### config.mk
export PLATFORM = sky130hd
export DESIGN_NAME = spf_uart
export DESIGN_NICKNAME = d
export VERILOG_FILES = /design/src/rtl/spf_pkg.sv /design/src/rtl/spf_fifo.sv /design/src/rtl/spf_uart.sv
export VERILOG_INCLUDE_DIRS = /design/src /design/src/rtl
export SDC_FILE = /design/constraint.sdc
export NUM_CORES = 1
export LEC_CHECK = 0
export BUFFER_PORTS_ARGS = -buffer_cell sky130_fd_sc_hd__buf_2
export CORE_MARGIN = 2
export CORE_UTILIZATION = 40
export DETAILED_ROUTE_END_ITERATION = 12
export HOLD_SLACK_MARGIN = 0.02
export SLEW_MARGIN = 20
export SYNTH_ARGS = -nofsm -noshare
export SYNTH_HDL_FRONTEND = slang
export SYNTH_HIERARCHICAL = 1
export SYNTH_SLANG_ARGS = --single-unit
### constraint.sdc
create_clock -name clk_i -period 37.1 [get_ports clk_i]
set_input_delay 3.71 -clock clk_i [delete_from_list [all_inputs] [get_ports clk_i]]
set_output_delay 3.71 -clock clk_i [all_outputs]
set_load 0.005 [all_outputs]
### src/rtl/spf_defs.svh
// Register map, field positions, reset values and codes of the serial port.
// Assumes it is included by name wherever a constant is needed.
`ifndef SPF_DEFS_SVH
`define SPF_DEFS_SVH

// ==========================================
// Register byte offsets (low address bits)
`define SPF_ADDR_CTRL 4'h0
`define SPF_ADDR_STAT 4'h4
`define SPF_ADDR_TXD 4'h8
`define SPF_ADDR_RXD 4'hC

// ==========================================
// Control word
`define SPF_CTRL_W 11
`define SPF_CTRL_RESET 11'h008

// ==========================================
// Status bits, sticky ones cleared by writing one
`define SPF_ST_OVR 3
`define SPF_ST_PERR 4
`define SPF_ST_FERR 5

// ==========================================
// Flow codes and line rates
`define SPF_XON 8'h11
`define SPF_XOFF 8'h13
`define SPF_CLK_HZ 125000000
`define SPF_BAUD_0 9600
`define SPF_BAUD_1 19200
`define SPF_BAUD_2 38400
`define SPF_BAUD_3 57600
`define SPF_BAUD_4 115200
`define SPF_FIFO_DEPTH 8

`endif

### src/rtl/spf_pkg.sv
// Types shared by the serial port and its host model.
// Assumes nothing of its surroundings.
package spf_pkg;

    // ==========================================
    // Frame options
    typedef enum logic [1:0] {
        SPF_PAR_NONE = 2'b00,
        SPF_PAR_EVEN = 2'b01,
        SPF_PAR_ODD = 2'b10
    } spf_par_e;

    typedef enum logic [1:0] {
        SPF_FLOW_NONE = 2'b00,
        SPF_FLOW_SW = 2'b01,
        SPF_FLOW_HW = 2'b10
    } spf_flow_e;

    // Bit 10 down to bit 0 of the control register
    typedef struct packed {
        logic busy;
        logic ready;
        spf_flow_e flow;
        spf_par_e par;
        logic two_stop;
        logic eight;
        logic [2:0] baud;
    } spf_ctrl_s;

    // ==========================================
    // Line engine states
    typedef enum logic [2:0] {
        SPF_LN_IDLE = 3'b000,
        SPF_LN_START = 3'b001,
        SPF_LN_DATA = 3'b010,
        SPF_LN_PAR = 3'b011,
        SPF_LN_STOP = 3'b100
    } spf_ln_e;

endpackage

### src/rtl/spf_fifo.sv
// Flip-flop FIFO with valid and ready on both sides.
// Assumes one clock, an active-low asynchronous reset and a clock enable.
`timescale 1ns/1ns
module spf_fifo #(
    parameter int WIDTH = 8,
    parameter int DEPTH = 8
) (
    // Clock and reset
    input wire logic clk_i,
    input wire logic reset_n_i,
    input wire logic ce_i,
    // Filling side
    input wire logic in_valid_i,
    input wire logic [WIDTH-1:0] in_data_i,
    output logic in_ready_o,
    // Draining side
    output logic out_valid_o,
    output logic [WIDTH-1:0] out_data_o,
    input wire logic out_ready_i
);
    localparam int AW = $clog2(DEPTH);

    typedef struct packed {
        logic [DEPTH-1:0][WIDTH-1:0] mem;
        logic [AW-1:0] rd;
        logic [AW-1:0] wr;
        logic [AW:0] cnt;
    } spf_fifo_s;

    spf_fifo_s s_reg, s_next;
    logic push, pop;

    generate
        if (DEPTH < 2 || (DEPTH & (DEPTH - 1)) != 0) begin : g_bad
            $error("FIFO depth must be a power of two of at least two");
        end
    endgenerate

    assign in_ready_o = s_reg.cnt != (AW+1)'(DEPTH);
    assign out_valid_o = s_reg.cnt != '0;
    assign out_data_o = s_reg.mem[s_reg.rd];

    always_comb begin
        s_next = s_reg;
        push = in_valid_i && in_ready_o;
        pop = out_valid_o && out_ready_i;
        if (push) begin
            s_next.mem[s_reg.wr] = in_data_i;
            s_next.wr = s_reg.wr + 1'b1;
        end
        if (pop) begin
            s_next.rd = s_reg.rd + 1'b1;
        end
        s_next.cnt = s_reg.cnt + (AW+1)'(push) - (AW+1)'(pop);
    end

    always_ff @(posedge clk_i or negedge reset_n_i) begin
        if (!reset_n_i) begin
            s_reg <= '0;
        end else if (ce_i) begin
            s_reg <= s_next;
        end
    end
endmodule

### src/rtl/spf_uart.sv
// Serial port with software and hardware flow control, AHB-Lite registers.
// Assumes a 125 MHz clock, a single-master AHB-Lite bus, RS-232 drivers
// outside that turn line levels into plain logic (high = mark/asserted).
//
// What this block does
// - The line runs at 9600, 19200, 38400, 57600 or 115200 bit/s.
// - A frame carries seven or eight data bits, as configured.
// - Software flow sends resume 11h or pause 13h as characters.
// - Software flow sends the pause code when the printer turns busy.
// - Software flow sends the resume code when busy is left.
// - Hardware flow samples clear-to-send before each character.
// - Hardware flow holds transmission while the host is busy.
// - Request-to-send shows the printer is ready for data.
// - Terminal-ready follows request-to-send.
// - Data-set-ready carries a second host readiness, needed together with CTS.
`timescale 1ns/1ns
`include "spf_defs.svh"
module spf_uart #(
    parameter int CLK_HZ = `SPF_CLK_HZ,
    parameter int FIFO_DEPTH = `SPF_FIFO_DEPTH
) (
    // Clock and reset
    input wire logic clk_i,
    input wire logic reset_n_i,
    input wire logic ce_i,
    // AHB-Lite slave
    input wire logic hsel_i,
    input wire logic [31:0] haddr_i,
    input wire logic [1:0] htrans_i,
    input wire logic hwrite_i,
    input wire logic [2:0] hsize_i,
    input wire logic [31:0] hwdata_i,
    input wire logic hready_i,
    output logic [31:0] hrdata_o,
    output logic hreadyout_o,
    output logic hresp_o,
    // Serial line
    input wire logic rxd_i,
    input wire logic cts_i,
    input wire logic dsr_i,
    output logic txd_o,
    output logic rts_o,
    output logic dtr_o
);
    // ==========================================
    // State
    typedef struct packed {
        spf_pkg::spf_ctrl_s ctrl;
        logic [1:0] cts_sy;
        logic [1:0] dsr_sy;
        logic [1:0] rxd_sy;
        logic pend;
        logic pend_wr;
        logic pend_hit;
        logic [3:0] pend_addr;
        logic hready;
        logic hresp;
        logic [31:0] hrdata;
        spf_pkg::spf_ln_e tx_st;
        logic [15:0] tx_cnt;
        logic [3:0] tx_bit;
        logic [7:0] tx_sh;
        logic tx_par;
        logic txd;
        logic xoff_sent;
        spf_pkg::spf_ln_e rx_st;
        logic [15:0] rx_cnt;
        logic [3:0] rx_bit;
        logic [7:0] rx_sh;
        logic [7:0] rx_data;
        logic rx_valid;
        logic ovr;
        logic perr;
        logic ferr;
    } spf_state_s;

    spf_state_s s_reg, s_next;
    logic host_rdy, rxd, tx_go, fifo_pop, fifo_push, stall;
    logic fifo_in_rdy, fifo_out_vld;
    logic [7:0] fifo_out, tx_byte, rx_byte;
    logic [15:0] div;

    // ==========================================
    // Helpers
    function automatic logic [15:0] baud_div(input logic [2:0] sel);
        int rate;
        case (sel)
            3'h0: rate = `SPF_BAUD_0;
            3'h1: rate = `SPF_BAUD_1;
            3'h2: rate = `SPF_BAUD_2;
            3'h3: rate = `SPF_BAUD_3;
            default: rate = `SPF_BAUD_4;
        endcase
        return 16'(CLK_HZ / rate);
    endfunction

    // Parity over the active data bits; odd inverts the even result
    function automatic logic par_of(input logic [7:0] d,
                                    input spf_pkg::spf_ctrl_s c);
        logic p;
        p = ^{d[7] & c.eight, d[6:0]};
        return p ^ (c.par == spf_pkg::SPF_PAR_ODD);
    endfunction

    generate
        if (CLK_HZ / `SPF_BAUD_0 > 65535 || CLK_HZ / `SPF_BAUD_4 < 4)
        begin : g_bad_clk
            $error("Clock rate gives no usable bit divisor");
        end
    endgenerate

    // Transmit buffer: a full buffer stalls the bus write
    spf_fifo #(
        .WIDTH(8),
        .DEPTH(FIFO_DEPTH)
    ) u_txq (
        .clk_i(clk_i),
        .reset_n_i(reset_n_i),
        .ce_i(ce_i),
        .in_valid_i(fifo_push),
        .in_data_i(hwdata_i[7:0]),
        .in_ready_o(fifo_in_rdy),
        .out_valid_o(fifo_out_vld),
        .out_data_o(fifo_out),
        .out_ready_i(fifo_pop)
    );

    assign txd_o = s_reg.txd;
    assign rts_o = s_reg.ctrl.ready;
    assign dtr_o = s_reg.ctrl.ready;
    assign hrdata_o = s_reg.hrdata;
    assign hreadyout_o = s_reg.hready;
    assign hresp_o = s_reg.hresp;

    always_comb begin
        s_next = s_reg;
        fifo_push = 1'b0;
        fifo_pop = 1'b0;
        stall = 1'b0;
        tx_go = 1'b0;
        tx_byte = 8'h00;
        div = baud_div(s_reg.ctrl.baud);
        s_next.cts_sy = {s_reg.cts_sy[0], cts_i};
        s_next.dsr_sy = {s_reg.dsr_sy[0], dsr_i};
        s_next.rxd_sy = {s_reg.rxd_sy[0], rxd_i};
        rxd = s_reg.rxd_sy[1];
        host_rdy = s_reg.cts_sy[1] && s_reg.dsr_sy[1];
        rx_byte = s_reg.ctrl.eight ? s_reg.rx_sh : {1'b0, s_reg.rx_sh[7:1]};

        // ==========================================
        // Bus data phase; one wait state at least
        if (s_reg.pend) begin
            s_next.hrdata = 32'h0000_0000;
            if (s_reg.pend_hit) begin
                case (s_reg.pend_addr)
                    `SPF_ADDR_CTRL: begin
                        if (s_reg.pend_wr) begin
                            s_next.ctrl = hwdata_i[`SPF_CTRL_W-1:0];
                        end else begin
                            s_next.hrdata = {21'h0, s_reg.ctrl};
                        end
                    end
                    `SPF_ADDR_STAT: begin
                        if (s_reg.pend_wr) begin
                            s_next.ovr = s_reg.ovr && !hwdata_i[`SPF_ST_OVR];
                            s_next.perr = s_reg.perr && !hwdata_i[`SPF_ST_PERR];
                            s_next.ferr = s_reg.ferr && !hwdata_i[`SPF_ST_FERR];
                        end else begin
                            s_next.hrdata = {22'h0, s_reg.xoff_sent,
                                s_reg.tx_st != spf_pkg::SPF_LN_IDLE,
                                s_reg.dsr_sy[1], s_reg.cts_sy[1],
                                s_reg.ferr, s_reg.perr, s_reg.ovr,
                                !fifo_out_vld, !fifo_in_rdy, s_reg.rx_valid};
                        end
                    end
                    `SPF_ADDR_TXD: begin
                        if (s_reg.pend_wr) begin
                            fifo_push = fifo_in_rdy;
                            stall = !fifo_in_rdy;
                        end
                    end
                    `SPF_ADDR_RXD: begin
                        if (!s_reg.pend_wr) begin
                            s_next.hrdata = {24'h0, s_reg.rx_data};
                            s_next.rx_valid = 1'b0;
                        end
                    end
                    default: begin
                    end
                endcase
            end
            if (!stall) begin
                s_next.pend = 1'b0;
                s_next.hready = 1'b1;
            end
        end else if (hsel_i && htrans_i[1] && hready_i) begin
            s_next.pend = 1'b1;
            s_next.pend_wr = hwrite_i;
            s_next.pend_hit = haddr_i[31:4] == 28'h0 && haddr_i[1:0] == 2'h0;
            s_next.pend_addr = haddr_i[3:0];
            s_next.hready = 1'b0;
        end

        // ==========================================
        // Transmitter; flow codes go ahead of queued data
        if (s_reg.tx_st != spf_pkg::SPF_LN_IDLE && s_reg.tx_cnt != 16'h0) begin
            s_next.tx_cnt = s_reg.tx_cnt - 16'h1;
        end else begin
            s_next.tx_cnt = div - 16'h1;
            case (s_reg.tx_st)
                spf_pkg::SPF_LN_IDLE: begin
                    s_next.txd = 1'b1;
                    if (s_reg.ctrl.flow == spf_pkg::SPF_FLOW_SW &&
                        s_reg.xoff_sent != s_reg.ctrl.busy) begin
                        tx_go = 1'b1;
                        tx_byte = s_reg.ctrl.busy ? `SPF_XOFF : `SPF_XON;
                        s_next.xoff_sent = s_reg.ctrl.busy;
                    end else if (fifo_out_vld &&
                        (s_reg.ctrl.flow != spf_pkg::SPF_FLOW_HW || host_rdy)) begin
                        tx_go = 1'b1;
                        tx_byte = fifo_out;
                        fifo_pop = 1'b1;
                    end
                    if (tx_go) begin
                        s_next.tx_st = spf_pkg::SPF_LN_START;
                        s_next.txd = 1'b0;
                        s_next.tx_sh = tx_byte;
                        s_next.tx_par = par_of(tx_byte, s_reg.ctrl);
                    end
                end
                spf_pkg::SPF_LN_START: begin
                    s_next.tx_st = spf_pkg::SPF_LN_DATA;
                    s_next.tx_bit = 4'h0;
                    s_next.txd = s_reg.tx_sh[0];
                    s_next.tx_sh = {1'b0, s_reg.tx_sh[7:1]};
                end
                spf_pkg::SPF_LN_DATA: begin
                    if (s_reg.tx_bit == (s_reg.ctrl.eight ? 4'h7 : 4'h6)) begin
                        s_next.tx_bit = 4'h0;
                        if (s_reg.ctrl.par != spf_pkg::SPF_PAR_NONE) begin
                            s_next.tx_st = spf_pkg::SPF_LN_PAR;
                            s_next.txd = s_reg.tx_par;
                        end else begin
                            s_next.tx_st = spf_pkg::SPF_LN_STOP;
                            s_next.txd = 1'b1;
                        end
                    end else begin
                        s_next.tx_bit = s_reg.tx_bit + 4'h1;
                        s_next.txd = s_reg.tx_sh[0];
                        s_next.tx_sh = {1'b0, s_reg.tx_sh[7:1]};
                    end
                end
                spf_pkg::SPF_LN_PAR: begin
                    s_next.tx_st = spf_pkg::SPF_LN_STOP;
                    s_next.txd = 1'b1;
                end
                spf_pkg::SPF_LN_STOP: begin
                    if (s_reg.ctrl.two_stop && s_reg.tx_bit == 4'h0) begin
                        s_next.tx_bit = 4'h1;
                    end else begin
                        s_next.tx_st = spf_pkg::SPF_LN_IDLE;
                    end
                end
                default: begin
                    s_next.tx_st = spf_pkg::SPF_LN_IDLE;
                end
            endcase
        end

        // ==========================================
        // Receiver: samples each bit at its middle
        if (s_reg.rx_st != spf_pkg::SPF_LN_IDLE && s_reg.rx_cnt != 16'h0) begin
            s_next.rx_cnt = s_reg.rx_cnt - 16'h1;
        end else begin
            s_next.rx_cnt = div - 16'h1;
            case (s_reg.rx_st)
                spf_pkg::SPF_LN_IDLE: begin
                    if (!rxd) begin
                        s_next.rx_st = spf_pkg::SPF_LN_START;
                        s_next.rx_cnt = {1'b0, div[15:1]};
                    end
                end
                spf_pkg::SPF_LN_START: begin
                    // A glitch shorter than half a bit is dropped
                    s_next.rx_st = rxd ? spf_pkg::SPF_LN_IDLE : spf_pkg::SPF_LN_DATA;
                    s_next.rx_bit = 4'h0;
                end
                spf_pkg::SPF_LN_DATA: begin
                    s_next.rx_sh = {rxd, s_reg.rx_sh[7:1]};
                    s_next.rx_bit = s_reg.rx_bit + 4'h1;
                    if (s_reg.rx_bit == (s_reg.ctrl.eight ? 4'h7 : 4'h6)) begin
                        s_next.rx_st = s_reg.ctrl.par == spf_pkg::SPF_PAR_NONE ?
                            spf_pkg::SPF_LN_STOP : spf_pkg::SPF_LN_PAR;
                    end
                end
                spf_pkg::SPF_LN_PAR: begin
                    s_next.rx_st = spf_pkg::SPF_LN_STOP;
                    if (rxd != par_of(rx_byte, s_reg.ctrl)) begin
                        s_next.perr = 1'b1;
                    end
                end
                spf_pkg::SPF_LN_STOP: begin
                    // Hardware set wins over a clear in the same cycle
                    s_next.rx_st = spf_pkg::SPF_LN_IDLE;
                    s_next.ferr = s_next.ferr || !rxd;
                    s_next.ovr = s_next.ovr || s_next.rx_valid;
                    s_next.rx_data = rx_byte;
                    s_next.rx_valid = 1'b1;
                end
                default: begin
                    s_next.rx_st = spf_pkg::SPF_LN_IDLE;
                end
            endcase
        end
    end

    always_ff @(posedge clk_i or negedge reset_n_i) begin
        if (!reset_n_i) begin
            s_reg <= '0;
            s_reg.ctrl <= `SPF_CTRL_RESET;
            s_reg.cts_sy <= 2'h0;
            s_reg.dsr_sy <= 2'h0;
            s_reg.rxd_sy <= 2'h3;
            s_reg.hready <= 1'b1;
            s_reg.txd <= 1'b1;
        end else if (ce_i) begin
            s_reg <= s_next;
        end
    end
endmodule

== After elaboration in Yosys (flattened, before gate mapping) ==
Cells that the tools add are included.
Widths: inputs -> output; s select.
Word-level totals
  bits in registers: 208
  output and inout bits: 37
Operators by class
  add/sub/neg operators: 9
  div/mod/pow operators: 1
  order comparisons: 3
  equal/unequal tests: 30
  muxes and demuxes: 72
  bitwise operators: 7
  reduce and logical (&&, ||, !) cells: 61
Operators by type and width (count)
  $pmux 32 s3: 1
  $mux 8: 10
  $pmux 17 s4: 1
  $bwmux 64: 1
  $mux 16: 3
  $sub 16x1->16 const B: 3
  $div 28x32->32 const A: 1
  $mux 32: 1
  $reduce_bool 16->1: 2
  $logic_not 28->1: 1
  $mux 1: 27
  $bmux 8 s3: 1
  $demux 8 s3: 1
  $mux 3: 8
  $pmux 8 s3: 1
  $mux 10: 2
  $mux 4: 5
  $mux 19: 1
  $eq 3x2->1 const B: 6
  $reduce_and 3->1: 6
  $ne 2x2->1 const B: 8
  $reduce_and 4->1: 4
  $reduce_xor 8->1: 2
  $logic_and 1x1->1: 15
  other kinds (37): 72

== Longest topological paths before layout ==
Gate-level depths: netlist of run 1.
  word-level depth: 12
  depth in mapped cells: 219
  gate-level depth less buffers: 198

== Modules after synthesis ==
The synthesis of run 1 kept the hierarchy.
By module, submodules not included
  spf_uart: times used 1, cells each 2541, area an instance 18770.5 um^2
  spf_fifo: times used 1, cells each 227, area an instance 3606.0 um^2

== Worst setup path after synthesis of run 1 ==
No wires, ideal clock.
  path type: reg2reg
  start: register, netlist name s_reg[125]
  end: register, netlist name s_reg[62]
  arrival: 39378 ps
  data required time: 36979 ps
  path slack: -2399 ps
  cell stages (with the launch flop): 213
  clock period less this slack: 39499 ps
  path through: dfrtp_1 > buf_6 > or2_1 > clkinv_1 > clkbuf_1 > clkbuf_1 > clkbuf_1 > clkbuf_1 > buf_1 > buf_1 > nand2_1 > ha_1 > o21ai_0 > a21oi_1 > a41o_1 > nand2_1 > ha_1 > and3_1 > [... 177 more ...] > nor2b_1 > o21ai_0 > nand2b_1 > a21oi_1 > nor2b_1 > o21ai_0 > a21boi_0 > inv_1 > nand2_1 > or4bb_1 > a211oi_1 > o31ai_1 > a2111oi_4 > ha_1 > nand3_1 > xnor2_1 > o22ai_1 > a22o_1

==> results.cfg, run 1 <==
[global_routing]
antenna_found_initial = 1
grt_max_degree = 99
overflow = 0
grtUsageMet3 = 0.0240
grt_use_met1 = 0.330
grt_use_met2 = 0.395
grt_pass1_vias = 20779
grt_first_pass_wirelength_um = 111000
busiest_layer = met2
grt_usage = 0.237

[worst_setup_path]
r2r_cells = 183
criticalPathCategory = reg2reg
critical_path.max_fanout = 43
startpoint = s_reg[126]
crit_top_cell = a21o_1
required_ps = 37430
critPathCapture = s_reg[62]
critPathMaxStageDelay_ps = 570
reg2reg_from = s_reg[126]
rrSetupSlack_ps = 1830
cp_slowest_cell = or4_4
arrival_ps = 35600
regToRegEndpoint = s_reg[62]
worstSetupEndpointType = flop
worstSetupStartpointType = flop

[final_layout]
fillers = 5439
seqCellArea_mm2 = 0.00469
largest_reg_flops = 95
multi_input_area_mm2 = 0.0173
drive_above_1_share = 0.222
nets = 3135
synthToLayoutAreaGrowth_pct = 14.1
fin_area_mm2 = 0.0255

[synth]
synthSimpleGateAreaFrac = 0.230
netlist_area_mm2 = 0.0224
yosysTopAreaCell = dfrtp_1
syn_inst = 2768
muxShareOfSynthArea = 0.0963
synthTopCellsByArea = dfrtp_1, ha_1, mux2_2, o21ai_0, a21oi_1
synth_top_area_frac = 0.204
synth_edf_count = 0
synth-xor-area-share = 0.0592
synth_fa_ha_area_frac = 0.0845
ys_types = 134
syn_avg_cell_area_um2 = 8.08
synth-compound-area-share = 0.272
synth-seq-cells = 187
synth_commonest_cells = nand2_1, o21ai_0, a21oi_1
seq_area_frac_synth = 0.209
synthArstFlopShare = 1.00
yosysWarnings = 6
synth_top_family_by_area = compound AO/OA/AOI/OAI gates
synth_ff_type = dfrtp_1
yosysMostFrequentCell = nand2_1

[detailed_routing]
first_pass_iters = 5
vias_per_cell = 5.96
ant_nets = 0
routedWlPerCell_um = 19.1
drt_iter0_drc = 1502
via_count = 21856
finalWirelength_um = 70000
drcViolationCount = 0

[power]
leakagePower_nw = 10.9
peakVddDrop_mv = 0.0305
powerDensity_mw_per_mm2 = 21.9

[sta]
period_share = 0.951
finalSetupViolCount = 0
tightest_slew_ps = 1030
slew-limit-headroom = 0.310
slew_violations = 0
finalClockSkew_ps = 14.9
hold_slack_ps = 486
final-hold-violation-count = 0
min_period_ps = 35270
fmax_mhz = 28.4

[placement]
port_buffers = 67
placed_cell_area_mm2 = 0.0242
post-dp-hpwl_um = 53100
place_congestion = 0.930

[flow_run]
cap_violations = 0

[floorplan]
die_h_um = 241
ios = 115
core_mm2 = 0.0552
chipWidth_um = 241
die_area_mm2 = 0.0578
start_util = 0.405
rows = 86

[cts]
clk-insertion-delay-late_ps = 450
root_buffer = clkbuf_16
postCtsHoldBufs = 0
htree_levels = 4
cts_tree = done
cts_buffer_depth = 2
cts_buffers = 17
cts.sinks = 187
path_clk_slew_ps = 70

[run_status]
run_status = finished clean

[worst_hold_path]
min_path_type = reg2reg
kinds of logic after synthesis:
family | after synthesis
other | 2
XOR/XNOR | 147
flip-flops | 187
adder cells (fa/ha/maj) | 150
AO/OA/AOI/OAI | 909
multiplexers | 178
buffers and inverters | 226
AND/OR/NAND/NOR | 969
cell usage in the layout, fill, tap and decap left out, types with 25 or more instances in the layout:
master	netlist	layout
a21oi_1	211	188
mux2_2	129	128
dfrtp_1	182	179
o21a_1	49	48
nor4_1	29	27
conb_1	2	29
nand3_1	83	80
nand2b_1	47	45
ha_1	148	139
nand2_1	252	245
nor2b_1	38	38
inv_1	71	70
a31oi_1	37	33
o211ai_1	25	25
a21o_1	67	67
o21ai_0	222	206
nor3_1	77	75
xnor2_1	91	90
xor2_1	52	52
nor2_1	210	198
mux2i_1	29	28
or3_1	33	31
buf_4	40	173
buf_2	10	66
routing by layer:
metal	vias to the layer above	share of wire
met4	2	0.019
met2	530	0.47
met3	68	0.040
met1	10639	0.47
met5	-	0.00016
li1	10617	-
metrics by stage:
stage               setup TNS (ps)   util  total power, mW  setup slack (ps)  std cells
detailed placement            -995  0.438            0.379              -430       3607
finish                           0  0.462            0.560              1830       3669
CTS                              0  0.450            0.563              25.3       3642
global placement                 0  0.438            0.374              45.8       3607
floorplan                        0      -            0.342              43.5       2795
global route                  -375  0.462            0.593              -197       3668
critical path, delay by kind of cell (launching register included):
kind            cells  cell delay, ps
simple gates       57            9880
compound gates     84           14670
flops               1             510
buf+inv            13            1980
fa+ha+maj          18            5290
mux                 7            1930
xor+xnor            4             790
cell type report:
class / instances / area share
Inverter: 75 / 0.0111
Antenna cell: 1 / 0.0000980
Multi-Input combinational cell: 2382 / 0.679
Timing Repair Buffer: 244 / 0.0661
Sequential cell: 187 / 0.184
Tap cell: 748 / 0.0367
Clock buffer: 19 / 0.0177
Clock inverter: 13 / 0.00578
how the worst min path moves through the flow:
| stage | from | slack (ps) | to | depth (start not counted) |
|---|---|---|---|---|
| 6_report | txd_o | 490 | txd_o | 2 |
| 5_1_grt | txd_o | 500 | txd_o | 2 |
| 4_1_cts | s_reg[51] | 490 | s_reg[51] | 2 |
| 3_5_place_dp | s_reg[51] | 470 | s_reg[51] | 2 |
| 3_3_place_gp | s_reg[8] | 460 | s_reg[8] | 2 |
| 2_1_floorplan | s_reg[1] | 440 | s_reg[1] | 2 |
what timing repair did:
action | CTS | global route
buffers inserted | 3 | 26
gates resized for setup | 11 | 113
setup endpoints to repair | 6 | 12
pin swaps | 1 | 47
power by group:
part	internal, mW	leakage, nW	total (mW)	switching (mW)
Combinational	0.0523	8.17	0.123	0.0708
Clock	0.0934	0.290	0.182	0.0889
Sequential	0.226	2.47	0.254	0.0281
(Power assumes the default switching activity.)
==> run 2: changes to the inputs <==
--- a/config.mk
+++ b/config.mk
@@ -14,5 +14,4 @@
 export SLEW_MARGIN = 20
 export SYNTH_ARGS = -nofsm -noshare
 export SYNTH_HDL_FRONTEND = slang
-export SYNTH_HIERARCHICAL = 1
 export SYNTH_SLANG_ARGS = --single-unit
==> run 2 against run 1 <==
Critical path type unchanged. Routed wire length is 6.9% lower. Cell area is 1.7% lower. Utilization grew 0.50 points. Worst setup slack improved by 190 ps.
==> results.cfg, run 2 <==
[synth]
syn_avg_cell_area_um2 = 8.13
netlist_area_mm2 = 0.0217
syn_inst = 2666
seq_area_frac_synth = 0.216
synth_top_area_frac = 0.210
synthArstFlopShare = 1.00
synth-seq-cells = 187
synth_edf_count = 0
yosysMostFrequentCell = nand2_1
ys_types = 124
synthTopCellsByArea = dfrtp_1, ha_1, mux2_2, o21ai_0, nand2_1
synth_ff_type = dfrtp_1
yosysWarnings = 0
synth_commonest_cells = nand2_1, nor2_1, o21ai_0
yosysTopAreaCell = dfrtp_1

[worst_setup_path]
worstSetupEndpointType = flop
arrival_ps = 35420
cp_slowest_cell = or4b_4
criticalPathCategory = reg2reg
rrSetupSlack_ps = 2010
critical_path.max_fanout = 9
critPathMaxStageDelay_ps = 560
worstSetupStartpointType = flop
required_ps = 37440

[sta]
slew_violations = 0
finalClockSkew_ps = 17.7
min_period_ps = 35090
tns_ps = 0
tightest_slew_ps = 953
fmax_mhz = 28.5
period_share = 0.946
slew-limit-headroom = 0.365
final-hold-violation-count = 0
finalSetupViolCount = 0

[global_routing]
antenna_found_initial = 0
grt_pass1_vias = 20362
overflow = 0
grt_usage = 0.228
grt_max_degree = 115
grt_first_pass_wirelength_um = 106000

[final_layout]
diodes = 0
final_common_cell = nand2_1
largest_reg_flops = 95
layout_common_cells = nand2_1, buf_4, nor2_1
synthToLayoutAreaGrowth_pct = 15.9
fin_area_mm2 = 0.0251
fillers = 5180
drive_above_1_share = 0.224
nets = 3074

[placement]
placed_cell_area_mm2 = 0.0238
port_buffers = 67
place_congestion = 0.919
post-dp-hpwl_um = 49400

[worst_hold_path]
min_path_type = reg2reg

[floorplan]
start_util = 0.403
ios = 115
rows = 85
core_mm2 = 0.0537
die_area_mm2 = 0.0560
chipWidth_um = 237
die_h_um = 237

[detailed_routing]
routedWlPerCell_um = 18.3
via_count = 21183
drt_iter0_drc = 1534
first_pass_iters = 5
finalWirelength_um = 65100
ant_nets = 0
drcViolationCount = 0
vias_per_cell = 5.96

[cts]
cts_tree = done
clk-insertion-delay-late_ps = 450
cts_buffer_depth = 2
path_clk_slew_ps = 80
cts.sinks = 187
root_buffer = clkbuf_16
postCtsHoldBufs = 0
cts_buffers = 17
htree_levels = 4

[flow_run]
cap_violations = 0

[run_status]
run_status = finished clean
==> run 2: cell types whose count changed in the layout (fill, tap and decap cells not counted), moves of 8 or more <==
| cell | before | now |
|---|---|---|
| o21ai_0 | 206 | 179 |
| inv_1 | 70 | 59 |
| nor2_1 | 198 | 210 |
| o31ai_1 | 19 | 32 |
| nand3_1 | 80 | 66 |
| nor3_1 | 75 | 66 |
| and2_1 | 23 | 34 |
| nand4_1 | 21 | 32 |
| mux2i_1 | 28 | 48 |
| buf_4 | 173 | 216 |
| a31oi_1 | 33 | 25 |
| a21oi_1 | 188 | 140 |
==> run 2: cells by family after synthesis <==
group / count (synthesis) / synth area share
flops: 187 / 0.216
simple gates: 940 / 0.221
fa+ha+maj: 149 / 0.0868
xor+xnor: 139 / 0.0568
other cells: 2 / 0.000347
compound gates: 837 / 0.267
mux: 191 / 0.105
buf+inv: 221 / 0.0470
==> run 2: critical path: cells and delay by family (launching register included) <==
family	cells	cell delay [ps]
buffers and inverters	15	1630
adder cells (fa/ha/maj)	19	5370
AO/OA/AOI/OAI	90	14950
XOR/XNOR	3	480
multiplexers	5	1150
AND/OR/NAND/NOR	70	10930
flip-flops	1	440
==> run 2: timing repair <==
| action | CTS | global route |
|---|---|---|
| gates resized for setup | 1 | 115 |
| pin swaps | 0 | 47 |
| setup endpoints to repair | 2 | 12 |
| buffers inserted | 0 | 29 |
==> run 2: final timing paths <==
kind	cells after the start	to	from
max	202	s_reg[28]	s_reg[124]
min	2	txd_o	txd_o
max reg2reg	202	s_reg[28]	s_reg[124]
min reg2reg	2	txd_o	txd_o
max in group asynchronous	2	s_reg[124]	reset_n_i
min in group asynchronous	1	u_txq.s_reg[58]	reset_n_i
==> run 2: final cells by class <==
| type | instances | area [um2] | share of cell area |
|---|---|---|---|
| clock buffer | 17 | 425 | 0.0169 |
| inverter | 67 | 262 | 0.0104 |
| timing repair buffer | 289 | 2050 | 0.0817 |
| sequential | 187 | 4690 | 0.187 |
| clock inverter | 15 | 218 | 0.00867 |
| tap | 696 | 871 | 0.0347 |
| multi-input combinational | 2285 | 16600 | 0.661 |
==> run 2: per-stage QoR <==
stage / worst slack (ps) / std cells / hold WS, ps / util
6_report: 2010 / 3556 / 476 / 0.467
5_1_grt: -305 / 3556 / 509 / 0.467
4_1_cts: 36.2 / 3527 / 480 / 0.455
3_5_place_dp: 191 / 3495 / 466 / 0.443
3_3_place_gp: 478 / 3495 / 458 / 0.443
2_1_floorplan: 60.0 / 2693 / 443 / -
==> run 2: layer usage <==
metal	GRT usage	routed length, um	up-vias
met5	0	0	-
met4	0.0577	1090	0
met3	0.0153	2660	73
met2	0.377	30400	556
met1	0.322	31000	10236
li1	-	-	10318
Power of run 2 is left out: the tool's default activity adds up to more than one toggle a clock period on the data nets, which glitch-free logic cannot reach.
